===== config.mk =====
export PLATFORM = sky130hd
export DESIGN_NAME = dqc_calibration_ctrl
export DESIGN_NICKNAME = d
export VERILOG_FILES = /design/src/dqc_pkg.sv /design/src/dqc_wait_timer.sv /design/src/dqc_calibration_ctrl.sv
export SDC_FILE = /design/constraint.sdc
export NUM_CORES = 1
export LEC_CHECK = 0
export ABC_AREA = 1
export BUFFER_PORTS_ARGS = -buffer_cell sky130_fd_sc_hd__buf_2
export CAP_MARGIN = 20
export CORE_MARGIN = 3
export CORE_UTILIZATION = 59
export CTS_BUF_LIST = sky130_fd_sc_hd__clkbuf_8
export CTS_CLUSTER_SIZE = 12
export DETAILED_ROUTE_END_ITERATION = 12
export PLACE_DENSITY = 0.79
export SLEW_MARGIN = 20
export SYNTH_ARGS = -nofsm -noshare
export SYNTH_HDL_FRONTEND = slang
export SYNTH_SLANG_ARGS = --single-unit
export TNS_END_PERCENT = 20

===== constraint.sdc =====
create_clock -name clk_sys -period 2.7 [get_ports clk_sys]
set_input_delay 0.27 -clock clk_sys [delete_from_list [all_inputs] [get_ports clk_sys]]
set_output_delay 0.27 -clock clk_sys [all_outputs]
set_load 0.02 [all_outputs]

===== src/dqc_pkg.sv =====
// constants shared by the reference calibration controller and its timer
// assumes a single 10 MHz system clock that also paces the memory command bus
`default_nettype none
package dqc_pkg;
  // clock rate
  localparam int CLK_PERIOD_NS = 100;
  // delays in their own unit, plain defaults
  localparam int ENTRY_DELAY_NS = 150;
  localparam int EXIT_DELAY_NS = 150;
  localparam int SETTLE_SHORT_NS = 150;
  localparam int SETTLE_LONG_NS = 250;
  localparam int PRECHARGE_NS = 15;

  // least time to whole cycles, never below one
  function automatic logic [7:0] dqc_ns_to_cyc(input int ns);
    int c;
    c = (ns + CLK_PERIOD_NS - 1) / CLK_PERIOD_NS;
    if (c < 1) begin
      c = 1;
    end
    return 8'(c);
  endfunction

  localparam logic [7:0] ENTRY_CYC = dqc_ns_to_cyc(ENTRY_DELAY_NS);
  localparam logic [7:0] EXIT_CYC = dqc_ns_to_cyc(EXIT_DELAY_NS);
  localparam logic [7:0] SETTLE_SHORT_CYC = dqc_ns_to_cyc(SETTLE_SHORT_NS);
  localparam logic [7:0] SETTLE_LONG_CYC = dqc_ns_to_cyc(SETTLE_LONG_NS);
  localparam logic [7:0] PRECHARGE_CYC = dqc_ns_to_cyc(PRECHARGE_NS);

  // reference mode register address on bank group / bank pins
  localparam logic [1:0] REF_MR_BG = 2'h1;
  localparam logic [1:0] REF_MR_BA = 2'h2;
  // reference mode register field positions and the auto-precharge address bit
  localparam int REF_EN_BIT = 7;
  localparam int REF_RANGE_BIT = 6;
  localparam int ADDR_AUTO_BIT = 10;
  // range encodings
  localparam logic RANGE_UPPER = 1'b0;
  localparam logic RANGE_LOWER = 1'b1;
  // ladder: top legal step, base and step in hundredths of a percent
  localparam logic [5:0] LEVEL_TOP = 6'h32;
  localparam logic [13:0] LADDER_BASE_UPPER = 14'h1770;
  localparam logic [13:0] LADDER_BASE_LOWER = 14'h1194;
  localparam logic [13:0] LADDER_STEP = 14'h0041;
  // steps above which the long settling time applies
  localparam logic [5:0] LONG_STEP_THRESH = 6'h04;
  // temperature drift that asks for a new calibration
  localparam logic [7:0] TEMP_DRIFT = 8'h0a;
  // reset values
  localparam logic [5:0] LEVEL_RESET = 6'h00;
  localparam logic [7:0] TEMP_RESET = 8'h00;

  // user orders
  localparam logic [1:0] OP_ENTER = 2'h0;
  localparam logic [1:0] OP_SET = 2'h1;
  localparam logic [1:0] OP_TRAFFIC = 2'h2;
  localparam logic [1:0] OP_EXIT = 2'h3;
  // traffic kinds
  localparam logic [1:0] TR_ACT = 2'h0;
  localparam logic [1:0] TR_WR = 2'h1;
  localparam logic [1:0] TR_RD = 2'h2;
  localparam logic [1:0] TR_PRE = 2'h3;
  // ras/cas/we codes on a[16:14] with act_n high
  localparam logic [2:0] RCW_MRS = 3'h0;
  localparam logic [2:0] RCW_WR = 3'h4;
  localparam logic [2:0] RCW_RD = 3'h5;
  localparam logic [2:0] RCW_PRE = 3'h2;

  // kind of command currently on the pins
  typedef enum logic [2:0] {
    K_DES, K_ENTER, K_SET, K_EXIT, K_TR, K_PRE
  } dqc_kind_type;
endpackage
`default_nettype wire


===== src/dqc_wait_timer.sv =====
// down counter that spaces commands on the memory command bus
// assumes load is a one-cycle request from logic on the same clock
`default_nettype none
module dqc_wait_timer
  import dqc_pkg::*;
(
  // clock and reset
  input wire logic clk_sys,
  input wire logic rst_n,
  // load request
  input wire logic load,
  input wire logic [7:0] load_val,
  // status
  output logic done
);
  logic [7:0] cnt_q;
  logic [7:0] cnt_d;

  // load wins, otherwise count down to zero
  assign cnt_d = load ? load_val : ((cnt_q == 8'h00) ? 8'h00 : cnt_q - 8'h01);
  assign done = (cnt_q == 8'h00);

  // counter register
  always_ff @(posedge clk_sys or negedge rst_n) begin
    if (!rst_n) begin
      cnt_q <= 8'h00;
    end else begin
      cnt_q <= cnt_d;
    end
  end
endmodule
`default_nettype wire


===== src/dqc_calibration_ctrl.sv =====
// controller that runs data-input reference calibration on a memory device
// assumes user orders and status inputs come from logic on clk_sys
//
// What this block does
// - controller waits the entry delay before any calibration command
// - in calibration only activate, read, write, precharge, deselect, mode writes
// - level writes keep enable set and range unchanged, code in level field
// - controller waits short or long settle time after each level write
// - with per-device addressing only mode writes are issued
// - exit command only with all banks precharged
// - only deselects until the exit delay has elapsed
// - exit is a final level write, then a write with enable zero
// - range chosen only on entry, never altered later
// - no new level code on the entry command
// - settle time of the last level met before disabling calibration
// - ask for recalibration when temperature drifts from the calibration temperature
// - reference has no value at power-up until calibration sets one
`default_nettype none
module dqc_calibration_ctrl
  import dqc_pkg::*;
(
  // clock and reset
  input wire logic clk_sys,
  input wire logic rst_n,
  // user orders
  input wire logic cmd_valid,
  input wire logic [1:0] cmd_op,
  input wire logic cmd_range,
  input wire logic [5:0] cmd_level,
  input wire logic [1:0] cmd_traffic,
  input wire logic cmd_auto,
  input wire logic [3:0] cmd_bank,
  input wire logic [17:0] cmd_addr,
  output logic cmd_ready,
  output logic cmd_err,
  // system status
  input wire logic pda_active,
  input wire logic [7:0] temp_code,
  output logic cal_active,
  output logic ref_valid,
  output logic ref_range,
  output logic [5:0] ref_level,
  output logic [13:0] ref_level_bp,
  output logic recal_needed,
  // memory command pins
  output logic ddr_cs_n,
  output logic ddr_act_n,
  output logic [1:0] ddr_bg,
  output logic [1:0] ddr_ba,
  output logic [17:0] ddr_a
);
  typedef enum logic [2:0] {
    S_OFF, S_CAL, S_EXIT_PRE, S_EXIT_MRS, S_EXIT_WAIT
  } dqc_state_type;

  dqc_state_type state_q, state_d;
  logic range_q, range_d;
  logic [5:0] level_q, level_d;
  logic [15:0] open_q, open_d;
  logic ref_valid_q, ref_range_q;
  logic [5:0] ref_level_q;
  logic [13:0] bp_q, bp_d;
  logic [7:0] cal_temp_q;
  logic recal_q, recal_d;
  logic err_q;
  logic cs_n_q, act_n_q;
  logic [1:0] bg_q, ba_q;
  logic [17:0] a_q, a_d;
  dqc_kind_type kind_q, kind_d;

  // timer handshake
  logic wait_done, load_en;
  logic [7:0] load_val;

  // order decode
  logic take, level_ok, bank_open, tr_ok;
  logic ok_enter, ok_set, ok_exit, ok_tr, refuse;
  logic [5:0] delta;
  logic step_long, exit_prea, exit_mrs, commit;
  logic [7:0] settle_cyc, tdiff;
  logic [17:0] a_mrs, a_tr, a_prea;
  logic [2:0] rcw_tr;

  dqc_wait_timer u_timer (
    .clk_sys(clk_sys),
    .rst_n(rst_n),
    .load(load_en),
    .load_val(load_val),
    .done(wait_done)
  );

  // handshake: orders only between timed gaps, in off or calibration state
  assign cmd_ready = wait_done && (state_q == S_OFF || state_q == S_CAL);
  assign take = cmd_valid && cmd_ready;
  assign cal_active = (state_q != S_OFF);

  // order checks
  assign level_ok = (cmd_level <= LEVEL_TOP);
  assign bank_open = open_q[cmd_bank];
  assign tr_ok = (cmd_traffic == TR_ACT) ? !bank_open :
                 (cmd_traffic == TR_PRE) ? 1'b1 : bank_open;
  assign ok_enter = take && state_q == S_OFF && cmd_op == OP_ENTER;
  assign ok_set = take && state_q == S_CAL && cmd_op == OP_SET && level_ok;
  // no exit while per-device addressing would force a precharge of open banks
  assign ok_exit = take && state_q == S_CAL && cmd_op == OP_EXIT && level_ok
                   && !(pda_active && open_q != 16'h0000);
  assign ok_tr = take && state_q == S_CAL && cmd_op == OP_TRAFFIC
                 && !pda_active && tr_ok;
  assign refuse = take && !(ok_enter || ok_set || ok_exit || ok_tr);

  // exit sequence steps, precharge only when a bank is still open
  assign exit_prea = state_q == S_EXIT_PRE && wait_done && (open_q != 16'h0000);
  assign exit_mrs = state_q == S_EXIT_MRS && wait_done;
  assign commit = state_q == S_EXIT_WAIT && wait_done;

  // step size picks the settling time
  assign delta = (cmd_level >= level_q) ? cmd_level - level_q : level_q - cmd_level;
  assign step_long = (delta > LONG_STEP_THRESH);
  assign settle_cyc = step_long ? SETTLE_LONG_CYC : SETTLE_SHORT_CYC;

  // timer loads
  assign load_en = ok_enter || ok_set || ok_exit || exit_prea || exit_mrs;
  assign load_val = ok_enter ? ENTRY_CYC :
                    exit_prea ? PRECHARGE_CYC :
                    exit_mrs ? EXIT_CYC : settle_cyc;

  // mode write word: entry carries level zero, later writes keep the range
  assign a_mrs = {1'b0, RCW_MRS, 6'h00, !exit_mrs,
                  ok_enter ? cmd_range : range_q,
                  (ok_enter || exit_mrs) ? 6'h00 : cmd_level};

  // traffic word
  assign rcw_tr = (cmd_traffic == TR_WR) ? RCW_WR :
                  (cmd_traffic == TR_RD) ? RCW_RD : RCW_PRE;
  assign a_tr = (cmd_traffic == TR_ACT) ? cmd_addr :
                {1'b0, rcw_tr, 3'h0, cmd_auto, cmd_addr[9:0]};
  assign a_prea = {1'b0, RCW_PRE, 3'h0, 1'b1, 10'h000};

  // next command on the pins, deselect by default
  assign kind_d = (ok_enter) ? K_ENTER :
                  (ok_set || ok_exit) ? K_SET :
                  exit_mrs ? K_EXIT :
                  ok_tr ? K_TR :
                  exit_prea ? K_PRE : K_DES;
  assign a_d = (ok_enter || ok_set || ok_exit || exit_mrs) ? a_mrs :
               ok_tr ? a_tr :
               exit_prea ? a_prea : 18'h00000;

  // programmed range and level
  assign range_d = ok_enter ? cmd_range : range_q;
  assign level_d = (ok_set || ok_exit) ? cmd_level : level_q;

  // open bank tracking
  always_comb begin
    open_d = open_q;
    if (exit_prea || (ok_tr && cmd_traffic == TR_PRE && cmd_auto)) begin
      open_d = 16'h0000;
    end else if (ok_tr && cmd_traffic == TR_ACT) begin
      open_d[cmd_bank] = 1'b1;
    end else if (ok_tr && (cmd_traffic == TR_PRE || cmd_auto)) begin
      open_d[cmd_bank] = 1'b0;
    end
  end

  // state sequence
  always_comb begin
    state_d = state_q;
    unique case (state_q)
      S_OFF: begin
        if (ok_enter) begin
          state_d = S_CAL;
        end
      end
      S_CAL: begin
        if (ok_exit) begin
          state_d = S_EXIT_PRE;
        end
      end
      S_EXIT_PRE: begin
        if (wait_done) begin
          state_d = S_EXIT_MRS;
        end
      end
      S_EXIT_MRS: begin
        if (wait_done) begin
          state_d = S_EXIT_WAIT;
        end
      end
      S_EXIT_WAIT: begin
        if (wait_done) begin
          state_d = S_OFF;
        end
      end
    endcase
  end

  // ladder value of the operating setting and temperature drift
  assign bp_d = (ref_range_q == RANGE_LOWER ? LADDER_BASE_LOWER : LADDER_BASE_UPPER)
                + 14'(ref_level_q) * LADDER_STEP;
  assign tdiff = (temp_code >= cal_temp_q) ? temp_code - cal_temp_q : cal_temp_q - temp_code;
  assign recal_d = ref_valid_q && (tdiff > TEMP_DRIFT);

  // control state
  always_ff @(posedge clk_sys or negedge rst_n) begin
    if (!rst_n) begin
      state_q <= S_OFF;
      range_q <= RANGE_UPPER;
      level_q <= LEVEL_RESET;
      open_q <= 16'h0000;
      err_q <= 1'b0;
    end else begin
      state_q <= state_d;
      range_q <= range_d;
      level_q <= level_d;
      open_q <= open_d;
      err_q <= refuse;
    end
  end

  // operating reference, valid only once a calibration has finished
  always_ff @(posedge clk_sys or negedge rst_n) begin
    if (!rst_n) begin
      ref_valid_q <= 1'b0;
      ref_range_q <= RANGE_UPPER;
      ref_level_q <= LEVEL_RESET;
      cal_temp_q <= TEMP_RESET;
      bp_q <= LADDER_BASE_UPPER;
      recal_q <= 1'b0;
    end else begin
      if (commit) begin
        ref_valid_q <= 1'b1;
        ref_range_q <= range_q;
        ref_level_q <= level_q;
        cal_temp_q <= temp_code;
      end
      bp_q <= bp_d;
      recal_q <= recal_d;
    end
  end

  // command pins
  always_ff @(posedge clk_sys or negedge rst_n) begin
    if (!rst_n) begin
      cs_n_q <= 1'b1;
      act_n_q <= 1'b1;
      bg_q <= 2'h0;
      ba_q <= 2'h0;
      a_q <= 18'h00000;
      kind_q <= K_DES;
    end else begin
      cs_n_q <= (kind_d == K_DES);
      act_n_q <= !(ok_tr && cmd_traffic == TR_ACT);
      bg_q <= ok_tr ? cmd_bank[3:2] : (kind_d == K_DES || kind_d == K_PRE) ? 2'h0 : REF_MR_BG;
      ba_q <= ok_tr ? cmd_bank[1:0] : (kind_d == K_DES || kind_d == K_PRE) ? 2'h0 : REF_MR_BA;
      a_q <= a_d;
      kind_q <= kind_d;
    end
  end

  assign cmd_err = err_q;
  assign ref_valid = ref_valid_q;
  assign ref_range = ref_range_q;
  assign ref_level = ref_level_q;
  assign ref_level_bp = bp_q;
  assign recal_needed = recal_q;
  assign ddr_cs_n = cs_n_q;
  assign ddr_act_n = act_n_q;
  assign ddr_bg = bg_q;
  assign ddr_ba = ba_q;
  assign ddr_a = a_q;

  // helper logic for the checks: gaps since commands on the pins
  dqc_kind_type last_q;
  logic [7:0] gap_q, since_lvl_q, lvl_need_q;
  always_ff @(posedge clk_sys or negedge rst_n) begin
    if (!rst_n) begin
      last_q <= K_DES;
      gap_q <= 8'hff;
      since_lvl_q <= 8'hff;
      lvl_need_q <= 8'h00;
    end else begin
      if (kind_q != K_DES) begin
        last_q <= kind_q;
      end
      gap_q <= (kind_q != K_DES) ? 8'h01 : (gap_q == 8'hff ? gap_q : gap_q + 8'h01);
      since_lvl_q <= (kind_q == K_SET) ? 8'h01 :
                     (since_lvl_q == 8'hff ? since_lvl_q : since_lvl_q + 8'h01);
      if (ok_set || ok_exit) begin
        lvl_need_q <= settle_cyc;
      end
    end
  end
endmodule
`default_nettype wire


==> impl_metrics.csv <==
group,metric,value,unit
cts,cts_buffers,9,
global_route,gr-usage-all-layers,26.0,%
cts,insertion_delay,0.37,ns
layout,syn_to_final_growth,13.0,%
detailed_routing,dr_total_vias,5355,
yosys,ys_types,43,
cts,clock_path_buffers,2,
floorplanning,die_w,107,um
sta,hold_viol,0,
yosys,synth_compound_area_share,10.6,%
cts,cts_tree,"yes",
global_route,grt_start_max_net_pins,60,
detailed_routing,avgViaCountPerCell,5.26,
worst_setup_path,cpMostUsedCell,"ha_1",
run_status,status,"complete, no violations",
worst_setup_path,slowest_stage,"dfrtp_1",
power_and_ir_drop,peakVddDrop,0.322,mV
yosys,syn_inst,790,
layout,n_fill_cell,847,
power_and_ir_drop,static-leakage-power,3.88,nW
detailed_routing,dr.pass1.iters,5,
worst_setup_path,critPathTopFamily,"adder cells",
yosys,synth.area.mux_share,0,%
sta,fin_setup_tns,0,ns
place,dp_cells,1002,
sta,fin_crit_sh,91.7,%
sta,finalWorstSetupSlack,0.225,ns
sta,fmax,404,MHz
detailed_routing,first_iter_violations,251,
place,gp_congestion,0.947,
floorplanning,initial_core_util,60.7,%
cts,path_clk_slew,0.09,ns
yosys,synth_fa_ha_area_share,11.5,%
cts,root_buffer,"clkbuf_8",
global_route,grt_pass1_vias,5393,
worst_setup_path,end_kind,"flip-flop",
yosys,async_flop_share,100,%
yosys,synth_warnings,0,
sta,tightest_slew,0.765,ns
global_route,grt_first_pass_wirelength,23800,um
floorplanning,core_region_area,9820,um2
floorplanning,dieArea,11300,um2
yosys,syn_nets,887,
layout,fin_nets,978,
place,port_buffers,95,
min_path,min_path_type,"primary input to flip-flop",
layout,antenna_cells,0,
floorplanning,fp-row-count,36,
yosys,synth_top_area_cell,"dfrtp_1",
yosys,synth_area,5960,um2
yosys,synth_top_family_by_area,"simple AND/OR/NAND/NOR gates",
worst_setup_path,path_buf_inv,0,
worst_setup_path,cp.arrival,2.72,ns
detailed_routing,wire_per_inst,13.5,um
place,place.detailed.hpwl,10400,um
cts,h-tree-depth,3,
sta,setup_viol,0,
power_and_ir_drop,powerDensity,601,nW/um2
detailed_routing,drt_drc_violations_left,0,
sta,slew_violations,0,
yosys,yosysTopAreaCellShare,34.0,%
yosys,yosys.area_share.simple,26.4,%
detailed_routing,wirelength,13700,um
yosys,synth-seq-cells,90,
yosys,avgSynthCellArea,7.54,um2
yosys,ys_seq_area_share,38.0,%
sta,layout_min_cycle_time,2.47,ns
detailed_routing,ant_nets,0,
run,max-cap-violations,0,
sta,grt_setup_unrepaired,"no",
cts,clock_sinks,90,
sta,fin_skew,0.00607,ns
worst_setup_path,reg2reg_slack,0.23,ns
worst_setup_path,slowest_delay,0.43,ns
place,pre_cts_slack,0.126,ns
sta,hold_slack,0.0985,ns
yosys,synth_ff_type,"dfrtp_1",
worst_setup_path,start_kind,"flip-flop",
floorplanning,ios,96,
layout,instances_no_fill,1019,
global_route,antenna_found_initial,0,
floorplanning,fp.dieH,107,um
yosys,synthXorXnorAreaFrac,3.53,%
layout,drive_above_1_share,17.3,%
global_route,grt_overflow,0,
worst_setup_path,required,2.95,ns
worst_setup_path,worstPathCellList,"ha_1 -> ha_1 -> ha_1 -> ha_1 -> nand3_1 -> nand2_1 -> a21oi_1 -> o21bai_1 -> a31oi_1 -> xor2_1",
sta,relSlewSlack,49.0,%
worst_setup_path,cp_max_fo,4,
yosys,synth_edf_count,0,
yosys,synthTopCellsByArea,"dfrtp_1 (34%), nand2_1 (14%), ha_1 (9.4%)",
worst_setup_path,crit_type,"flip-flop to flip-flop",
worst reg2reg max path: stages (launching register included):
cell and delay [ns]:
dfrtp_1 0.43, ha_1 0.20, ha_1 0.28, ha_1 0.28
ha_1 0.35, nand3_1 0.12, nand2_1 0.12, a21oi_1 0.07
o21bai_1 0.20, a31oi_1 0.15, xor2_1 0.16
per-layer routing:
layer | part of all wire [%] | wire (um) | track usage, %
met1 | 42 | 5820 | 30.9
met2 | 50 | 6860 | 46.6
met3 | 4.8 | 656 | 4.43
met4 | 2.8 | 386 | 10.4
met5 | 0 | 0 | 0
kinds of logic after synthesis:
family	after synthesis
fa+ha+maj	51
buf+inv	143
xor+xnor	24
simple gates	364
flops	90
compound gates	118
power breakdown:
part | internal, W | switching [W]
registers | 0.00153 | 0.000138
logic | 0.000540 | 0.000917
clock network | 0.000436 | 0.000483
total | 0.00251 | 0.00154
through the flow:
step	instance area [um2]	util [%]	total power (W)
after CTS	6720	68.5	0.00405
after floorplan	5960	-	0.00276
after global routing	6740	68.6	0.00437
final	6740	68.6	0.00404
after global placement	6510	66.3	0.00306
after detailed placement	6510	66.3	0.00313
sequential cells by signal, indices dropped and copies added (netlist names), 2 cells and up:
| name | cells |
|---|---|
| open_q | 16 |
| cal_temp_q | 8 |
| u_timer.cnt_q | 8 |
| ref_level_bp | 14 |
| ddr_a | 18 |
| level_q | 6 |
| ddr_ba | 2 |
| ddr_bg | 2 |
| state_q | 3 |
| ref_level | 6 |
cells in the mapped netlist (2+ instances only):
cell / instances
nand2_1: 223
inv_1: 114
dfrtp_1: 81
nor2_1: 77
o21ai_0: 48
ha_1: 45
a21oi_1: 42
nand3_1: 22
xor2_1: 20
dfstp_2: 9
nand4_1: 9
clkbuf_1: 8
o22ai_1: 8
nor3_1: 7
o21ai_1: 7
buf_2: 6
fa_1: 6
buf_6: 5
inv_2: 5
buf_4: 4
nand2_2: 4
o21a_1: 4
xnor2_1: 4
nand3b_1: 3
nor2_2: 3
o21bai_1: 3
a21o_1: 2
a31oi_1: 2
nand3_2: 2
nand4_4: 2
nor4_1: 2
or2_2: 2
worst paths after layout:
kind,endpoint,cells past startpoint,from
hold / removal,ddr_a[9],3,cmd_addr[9]
hold reg to reg,ref_level_bp[0],0,ref_level[0]
setup / recovery,ref_level_bp[11],10,ref_level[5]
min in group asynchronous,ref_level[2],2,rst_n
max in group asynchronous,ddr_act_n,3,rst_n
setup reg to reg,ref_level_bp[11],10,ref_level[5]
layout by cell type (no fill, tap or decap), drive strengths merged:
cell type / n
nor3b: 1
nor3: 9
nand4: 12
nor4: 3
dfstp: 9
clkinvlp: 1
a21oi: 42
or2: 3
a22oi: 1
buf: 103
fa: 6
o21a: 4
nand3b: 3
o22ai: 8
nand3: 24
a31oi: 2
xor2: 20
or3: 1
a21o: 2
nand2: 227
xnor2: 4
dlygate4sd3: 1
o21ai: 56
dfrtp: 81
o21bai: 3
clkinv: 2
ha: 45
clkbuf: 13
nor2: 81
inv: 119
layout make-up:
class	instances	area, um2	share of cell area [%]
tap	133	166	2.47
timing repair buffer	104	548	8.14
inverter	119	447	6.63
sequential	90	2260	33.6
multi-input combinational	557	3110	46.2
clock inverter	3	21.3	0.316
clock buffer	13	179	2.66
timing repair:
action                                 in CTS  in global routing
buffers inserted                            0                  0
gates resized for setup                     0                  2
hold buffers                                1                  0
endpoints found under the hold margin      50                  0
setup endpoints to repair                   0                  2
Power figures use the tool's default switching activity.
